File: src/rpdc_map.vh
// rpdc_map.vh: constants of the reset and power-down controller.
// assumes inclusion by bare name from the controller sources.
`ifndef RPDC_MAP_VH
`define RPDC_MAP_VH

// pointer byte codes
`define RPDC_PTR_RESET 8'h0f
`define RPDC_PTR_PWR 8'h0b

// software reset key, written as one 16-bit word
`define RPDC_RESET_KEY 16'h0dac

// power-down/reference register layout
`define RPDC_PWR_RST 16'h0000
`define RPDC_PWR_MASK 16'h06ff
`define RPDC_GLOBAL_POWER_DOWN_BIT 10
`define RPDC_EN_REF_BIT 9
`define RPDC_CH_LSB 0
`define RPDC_CH_MSB 7

// serial slave address, 7 bits
`define RPDC_DEV_ADDR 7'h10

// reset recovery time
`define RPDC_RECOVERY_US 100
`define RPDC_CLK_MHZ 200

// synchroniser reset values: all sampled pins idle high
`define RPDC_SYNC_RST 3'h7

`endif

File: src/rpdc_sync.v
// rpdc_sync.v: two-flop synchroniser for a group of pin inputs.
// assumes inputs are asynchronous to clk; rst is synchronous.
`timescale 1ns/1ps
module rpdc_sync #(
  parameter WIDTH = 3,
  parameter [WIDTH-1:0] RESET_VAL = {WIDTH{1'b1}}
) (
  // clock and reset
  input wire clk,
  input wire rst,
  // pins in, synchronised levels out
  input wire [WIDTH-1:0] async_in,
  output reg [WIDTH-1:0] sync_out
);

  // first stage is read by the second stage only
  reg [WIDTH-1:0] meta;

  always @(posedge clk) begin
    if (rst) begin
      meta <= RESET_VAL;
      sync_out <= RESET_VAL;
    end else begin
      meta <= async_in;
      sync_out <= meta;
    end
  end

endmodule // rpdc_sync

File: src/rpdc_ctrl.v
// rpdc_ctrl.v: serial register slave with software/hardware reset and
// power-down/reference control of eight mixed-signal channels.
// assumes scl, sda and the reset pin are asynchronous pins, oversampled by
// clk; channel configuration and temperature request come from clk logic.
//
// Notes on behaviour
// - writing key 0x0dac to the reset register restores all register defaults
// - a reset returns every configurable pin to its weak pull-down default
// - software reset starts on scl fall ending the last data bit
// - no acknowledge is given for the reset key's final data byte
// - a falling edge on the reset pin triggers the same full reset
// - either reset completes within the 100 us recovery time
// - global power-down turns off reference, all DACs and the ADC
// - with global power-down clear, reference and DACs follow their bits
// - reference enable bit powers reference and buffer; clear keeps them off
// - a channel power-down bit acts only on channels configured as DAC
// - with global power-down clear, a clear channel power-down bit leaves the channel in normal mode
// - pointer code 0x0b selects the power-down/reference register
// - powered-down DAC output is three-stated, value restored on return
// - ADC powers down when no pin is configured as an ADC input and no temperature read is requested
// - with global power-down clear, a temperature read request powers the ADC up
`timescale 1ns/1ps
`include "rpdc_map.vh"
module rpdc_ctrl #(
  parameter integer RECOVERY_CYCLES = `RPDC_RECOVERY_US * `RPDC_CLK_MHZ
) (
  // clock and reset
  input wire clk,
  input wire rst,
  // serial link pins, sda open drain
  input wire scl,
  input wire sda_in,
  output reg sda_out,
  output reg sda_oe,
  // hardware reset pin, held high in normal use
  input wire reset_pin_n,
  // channel configuration from the pin configuration logic
  input wire [7:0] dac_cfg,
  input wire [7:0] adc_cfg,
  input wire temp_read_req,
  // reset status
  output reg reset_busy,
  output reg io_default,
  // power control
  output reg ref_power_up,
  output reg [7:0] dac_power_down,
  output reg adc_power_up
);

  localparam [4:0] S_IDLE = 5'h01;
  localparam [4:0] S_BYTE = 5'h02;
  localparam [4:0] S_ACK = 5'h04;
  localparam [4:0] S_SEND = 5'h08;
  localparam [4:0] S_RACK = 5'h10;
  localparam [15:0] REC_LAST = RECOVERY_CYCLES[15:0] - 16'h0001;

  wire [2:0] pins_s;
  reg scl_q;
  reg sda_q;
  reg rpin_q;
  reg [4:0] state;
  reg [7:0] sh;
  reg [7:0] tx;
  reg [3:0] bitcnt;
  reg [1:0] byte_idx;
  reg rw;
  reg rd_hi;
  reg [7:0] pointer;
  reg [7:0] msb;
  reg [15:0] pwr_reg;
  reg [15:0] rec_cnt;
  wire [15:0] rx_word;
  wire [7:0] next_dac_pd;
  wire scl_s;
  wire sda_s;
  wire rpin_s;
  wire scl_rise;
  wire scl_fall;
  wire start_c;
  wire stop_c;
  wire byte_done;
  wire sw_trig;
  wire hw_trig;
  wire global_power_down;

  rpdc_sync #(
    .WIDTH(3),
    .RESET_VAL(`RPDC_SYNC_RST)
  ) u_sync (
    .clk(clk),
    .rst(rst),
    .async_in({reset_pin_n, sda_in, scl}),
    .sync_out(pins_s)
  );

  assign scl_s = pins_s[0];
  assign sda_s = pins_s[1];
  assign rpin_s = pins_s[2];
  assign scl_rise = scl_s & ~scl_q;
  assign scl_fall = ~scl_s & scl_q;
  assign start_c = scl_s & scl_q & sda_q & ~sda_s;
  assign stop_c = scl_s & scl_q & ~sda_q & sda_s;
  assign byte_done = (state == S_BYTE) & scl_fall & (bitcnt == 4'h8);
  assign rx_word = {msb, sh};
  // the trigger point is the fall that closes bit eight of the lsb byte
  assign sw_trig = byte_done & ~rw & (byte_idx == 2'h3) &
    (pointer == `RPDC_PTR_RESET) & (rx_word == `RPDC_RESET_KEY);
  assign hw_trig = rpin_q & ~rpin_s;
  assign global_power_down = pwr_reg[`RPDC_GLOBAL_POWER_DOWN_BIT];

  // channel bits only matter where the channel is a DAC
  genvar i;
  generate
    for (i = 0; i < 8; i = i + 1) begin : g_ch
      assign next_dac_pd[i] = dac_cfg[i] &
        (global_power_down | pwr_reg[`RPDC_CH_LSB + i]);
    end
  endgenerate

  always @(posedge clk) begin
    if (rst) begin
      scl_q <= 1'b1;
      sda_q <= 1'b1;
      rpin_q <= 1'b1;
    end else begin
      scl_q <= scl_s;
      sda_q <= sda_s;
      rpin_q <= rpin_s;
    end
  end

  // reset recovery: link ignored and defaults held until the count ends
  always @(posedge clk) begin
    if (rst) begin
      reset_busy <= 1'b0;
      io_default <= 1'b1;
      rec_cnt <= 16'h0000;
    end else if (sw_trig | hw_trig) begin
      reset_busy <= 1'b1;
      io_default <= 1'b1;
      rec_cnt <= 16'h0000;
    end else if (reset_busy) begin
      if (rec_cnt == REC_LAST) begin
        reset_busy <= 1'b0;
        io_default <= 1'b0;
      end
      rec_cnt <= rec_cnt + 16'h0001;
    end else begin
      io_default <= 1'b0;
    end
  end

  // serial slave and register file
  always @(posedge clk) begin
    if (rst | sw_trig | hw_trig | reset_busy) begin
      // a host obeying the idle-scl window loses nothing here
      state <= S_IDLE;
      sda_out <= 1'b0;
      sda_oe <= 1'b0;
      sh <= 8'h00;
      tx <= 8'h00;
      bitcnt <= 4'h0;
      byte_idx <= 2'h0;
      rw <= 1'b0;
      rd_hi <= 1'b1;
      pointer <= 8'h00;
      msb <= 8'h00;
      pwr_reg <= `RPDC_PWR_RST;
    end else if (start_c) begin
      state <= S_BYTE;
      sda_oe <= 1'b0;
      bitcnt <= 4'h0;
      byte_idx <= 2'h0;
    end else if (stop_c) begin
      state <= S_IDLE;
      sda_oe <= 1'b0;
    end else begin
      case (state)
        S_IDLE: begin
          sda_oe <= 1'b0;
        end
        S_BYTE: begin
          if (scl_rise && bitcnt != 4'h8) begin
            sh <= {sh[6:0], sda_s};
            bitcnt <= bitcnt + 4'h1;
          end else if (byte_done) begin
            if (byte_idx == 2'h0) begin
              if (sh[7:1] == `RPDC_DEV_ADDR) begin
                rw <= sh[0];
                rd_hi <= 1'b1;
                sda_oe <= 1'b1;
                state <= S_ACK;
              end else begin
                state <= S_IDLE;
              end
            end else begin
              if (byte_idx == 2'h1) begin
                pointer <= sh;
              end else if (byte_idx == 2'h2) begin
                msb <= sh;
              end else if (pointer == `RPDC_PTR_PWR) begin
                // reserved bits are kept at zero whatever is written
                pwr_reg <= rx_word & `RPDC_PWR_MASK;
              end
              sda_oe <= 1'b1;
              state <= S_ACK;
            end
            if (byte_idx != 2'h3) begin
              byte_idx <= byte_idx + 2'h1;
            end
          end
        end
        S_ACK: begin
          if (scl_fall) begin
            if (rw) begin
              sda_oe <= ~pwr_reg[15];
              tx <= {pwr_reg[14:8], 1'b0};
              bitcnt <= 4'h1;
              rd_hi <= 1'b0;
              state <= S_SEND;
            end else begin
              bitcnt <= 4'h0;
              sda_oe <= 1'b0;
              state <= S_BYTE;
            end
          end
        end
        S_SEND: begin
          if (scl_fall) begin
            if (bitcnt == 4'h8) begin
              sda_oe <= 1'b0;
              state <= S_RACK;
            end else begin
              sda_oe <= ~tx[7];
              tx <= {tx[6:0], 1'b0};
              bitcnt <= bitcnt + 4'h1;
            end
          end
        end
        S_RACK: begin
          if (scl_rise && sda_s) begin
            state <= S_IDLE;
          end else if (scl_fall) begin
            if (rd_hi) begin
              sda_oe <= ~pwr_reg[15];
              tx <= {pwr_reg[14:8], 1'b0};
            end else begin
              sda_oe <= ~pwr_reg[7];
              tx <= {pwr_reg[6:0], 1'b0};
            end
            rd_hi <= ~rd_hi;
            bitcnt <= 4'h1;
            state <= S_SEND;
          end
        end
        default: begin
          state <= S_IDLE;
          sda_oe <= 1'b0;
        end
      endcase
    end
  end

  // power outputs; DAC output value is held by the DAC itself while off
  always @(posedge clk) begin
    if (rst) begin
      ref_power_up <= 1'b0;
      dac_power_down <= 8'h00;
      adc_power_up <= 1'b0;
    end else begin
      ref_power_up <= ~global_power_down & pwr_reg[`RPDC_EN_REF_BIT];
      dac_power_down <= next_dac_pd;
      adc_power_up <= ~global_power_down & ((|adc_cfg) | temp_read_req);
    end
  end

endmodule // rpdc_ctrl

File: config.mk
export PLATFORM = sky130hd
export DESIGN_NAME = rpdc_ctrl
export DESIGN_NICKNAME = d
export VERILOG_FILES = /design/src/rpdc_sync.v /design/src/rpdc_ctrl.v
export VERILOG_INCLUDE_DIRS = /design/src /design/src/src
export SDC_FILE = /design/constraint.sdc
export NUM_CORES = 1
export LEC_CHECK = 0
export BUFFER_PORTS_ARGS = -buffer_cell sky130_fd_sc_hd__buf_2
export CAP_MARGIN = 20
export CELL_PAD_IN_SITES_DETAIL_PLACEMENT = 0
export CELL_PAD_IN_SITES_GLOBAL_PLACEMENT = 1
export CORE_MARGIN = 2
export CORE_UTILIZATION = 30
export CTS_BUF_LIST = sky130_fd_sc_hd__clkbuf_8
export DETAILED_ROUTE_END_ITERATION = 8
export PLACE_DENSITY = 0.66
export SYNTH_ARGS = -nofsm -noshare
export SYNTH_HDL_FRONTEND = slang
export SYNTH_SLANG_ARGS = --single-unit
File: constraint.sdc
create_clock -name clk -period 6.98 [get_ports clk]
set_clock_uncertainty 0.05 [all_clocks]
set_input_delay 0.349 -clock clk [delete_from_list [all_inputs] [get_ports clk]]
set_output_delay 0.349 -clock clk [all_outputs]
set_load 0.01 [all_outputs]
==> summary.md <==
| Metric | Value |
|---|---|
| Outcome | complete, no violations |
| Crit. End Element | register |
| Slew @ Worst Pin | ~1.1 ns |
| CTS sink count | 92 |
| Htree depth | 3 |
| Synth Area in Compound Gates | 12.0% |
| Post_cts resized | 0 |
| Largest net degree at the start of global routing | 26 |
| Post-synthesis simple-gate area fraction | 27.2% |
| Largest register FFs | 16 |
| Fin area | 0.00456 sq mm |
| Vias after detailed routing | 3,196 |
| Relative slew slack | 27.4% |
| Syn Nets | ~480 |
| Pwr Density | between 200 and 250 mW/mm^2 |
| R2R depth | 8 |
| CP Data Arrival Time | 3.70 ns |
| Row cnt | 42 |
| Detailed Place HPWL | 6670 microns |
| Residual DRC | 0 |
| Overflow after GRT | 0 |
| Initial Util | 30.7% |
| Post-Syn Area | 0.00407 sq mm |
| Setup TNS | 0 ns |
| Crit-path max FO | 11 |
| Die area | 0.0145 sq mm |
| CP required | between 7 and 8 ns |
| Reg2reg setup slack | approximately 3.5 ns |
| Area growth syn-to-layout | 12.2% |
| Top-Level Pins | 36 |
| Synthesized instance count | 454 |
| Setup CP Type | register to register |
| Final GP Congestion | 0.803 |
| Global-route wire length before repair | 15,200 microns |
| All-Layer GR Usage | 13.3% |
| Die width | 120 microns |
| Placed Area | 0.00435 sq mm |
| Lkg Pwr | 1.74 nW |
| Yosys reg bits | 92 |
| Critical Path Source Type | register |
| Core Area | 0.0132 sq mm |
| Share of layout cells above drive strength 1 | ~15% |
| Maximum clock frequency | 285 MHz |
| Ant diodes | 0 |
| XOR/XNOR Fraction of Synth Area | 3.23% |
| Max-Cap Viols | 0 |
| Wire per inst | 13.9 microns |
| Final hold violations | 0 |
| DRT Wirelength | 9160 microns |
| Post-CTS Setup Bufs | 0 |
| Vias in the first global route | ~3.1k |
| EDFF count, synth | 0 |
| Total Nets Final | 508 |
| Ys async rst share | 0% |
| Post-synthesis adder-cell area fraction | 2.15% |
| DRT antenna net count | 0 |
| Post-synth cell types | 61 |
| Port-buffer cells | 34 |
| RSZ-0062 raised after global routing | false |
| Util after Layout | 34.4% |
| TritonCTS clock tree | built |
| Finish-stage setup viols | 0 |
| Die Ht | about 120 microns |
| Root Buffer Master | clkbuf_8 |
| Initial antenna violation count | 0 |
| Starting DRC count in detailed routing | 275 |
| Fin crit share | 50.3% |
| Synth Flop Type | dfxtp_1 |
| Slew Viols, Final | 0 |
| Latest clock arrival within the worst-skew pair | 0.38 ns |
| Max Root-Sink Buffers | 2 |
| Hold Path Depth | 2 |
| Syn avg cell area | 8.96 sq um |
| Inserted Clock Buffers | 9 |
| Maximum vdd drop | 0.101 mV |
| Largest family of logic cells by synthesized area | simple AND/OR/NAND/NOR gates |
| Total power | around 0.97 mW |
| Cts hold-fix bufs | 0 |
| Synth Warn # | 0 |
| Worst hold path class | input port to register |
| DR vias/cell | between 4 and 5 |
| Pre-Repair DR Iteration Count | 4 |
| Tmin final | 3.51 ns |
| Fillers | about 1.4k |
| Mux contribution to synthesized area | 6.64% |
| Register area share after synthesis | 45.3% |
| Reg clk slew, reported paths | ~0.10 ns |
[critical path: stages, from the launching register on]
cell     delay, ns
dfxtp_1       0.35
inv_1         0.08
ha_1          0.14
and3b_1       0.29
nand4_1       0.32
nor3_1        0.92
nand4_1       0.81
mux2i_1       0.37
nor2_1        0.06
[power breakdown]
group	internal [mW]	switching [mW]	leakage, nW
Combinational	0.0221	0.0337	0.893
Clock	0.178	0.200	0.107
Sequential	0.531	0.00739	0.744
Total	0.731	0.241	1.74
[kinds of logic (layout without fill, tap and decap cells)]
kind of cell	count (synthesis)	in the layout
AOI/OAI and AO/OA	72	72
xor gates and xnor gates	15	15
adders and majority gates	7	7
buffers and inverters	28	58
DFF	92	92
muxes	27	27
other	1	1
and+or+nand+nor	212	212
[layer usage]
layer  share of wire, %  vias to the layer above  global-route usage (%)
li1                   -                     1638                       -
met1                 50                     1494                    17.7
met2                 44                       50                    20.6
met3                3.8                       14                    3.54
met4                1.8                        0                    5.45
met5                  0                        -                       0
[synth_stat cells (all sizes together), types with 2 or more instances]
cell type	number	area, sq um
nand4	7	43.8
nand2b	8	50.1
nand3b	2	15.0
nor2b	4	25.0
or4	4	33.8
a221oi	2	17.5
xnor2	5	43.8
a21oi	34	170
o21ai	5	25.0
nor2	70	263
nand4b	3	26.3
o31ai	3	36.3
and3b	2	17.5
a22o	4	35.0
or2	14	87.6
a211oi	5	37.5
nor3b	13	108
dfxtp	92	1840
nor4	3	18.8
nand3	24	120
or3	5	36.3
a22oi	3	22.5
nor3	5	25.0
mux2i	27	270
and3	3	18.8
xor2	10	87.6
inv	6	22.5
buf	13	85.1
or4b	2	23.8
a211o	3	26.3
nor4b	3	26.3
nand2	38	150
ha	7	87.6
clkbuf	9	33.8
[final timing paths]
path / start / endpoint
worst max-delay path: bitcnt[0]$_SDFFE_PP0P_ / pwr_reg[7]$_SDFFE_PP0P_
worst min-delay path: scl / u_sync.meta[0]$_SDFF_PP1_
worst max register to register: bitcnt[0]$_SDFFE_PP0P_ / pwr_reg[7]$_SDFFE_PP0P_
worst min register to register: u_sync.meta[2]$_SDFF_PP1_ / u_sync.sync_out[2]$_SDFF_PP1_
[layout by cell type (no fill, tap or decap), types with 4 or more instances in the layout]
cell type / instances
a211oi_1: 5
nor3_1: 5
nand2b_1: 8
xnor2_1: 5
or2_2: 12
o21ai_0: 5
nand4_1: 7
ha_1: 7
nand2_1: 37
nand3_1: 24
xor2_1: 10
nor2b_1: 4
a21oi_1: 34
dfxtp_1: 92
nor3b_1: 11
nor2_1: 70
inv_1: 6
or3_1: 4
mux2i_1: 27
buf_2: 34
a22o_1: 4
clkbuf_8: 10
[final cells by class]
class | count | area [sq um] | area share, %
flip-flops and latches | 92 | 1840 | 40.4
clock buffers | 10 | 138 | 3.02
multi-input cells | 334 | 2080 | 45.7
well taps | 176 | 220 | 4.83
repair buffers | 36 | 185 | 4.06
inverters | 6 | 22.5 | 0.494
clock inverters | 6 | 70.1 | 1.54
[per-stage QoR]
| step | std cells | hold WS [ns] | setup WS [ns] |
|---|---|---|---|
| finish | 660 | 0.0937 | 3.47 |
| global route | 660 | 0.0820 | 3.22 |
| CTS | 660 | 0.0773 | 3.49 |
| detailed placement | 644 | 0.348 | 3.49 |
| global placement | 644 | 0.351 | 3.60 |
| floorplan | 454 | 0.339 | 4.80 |
No activity file was read; power rests on OpenSTA's default activity.
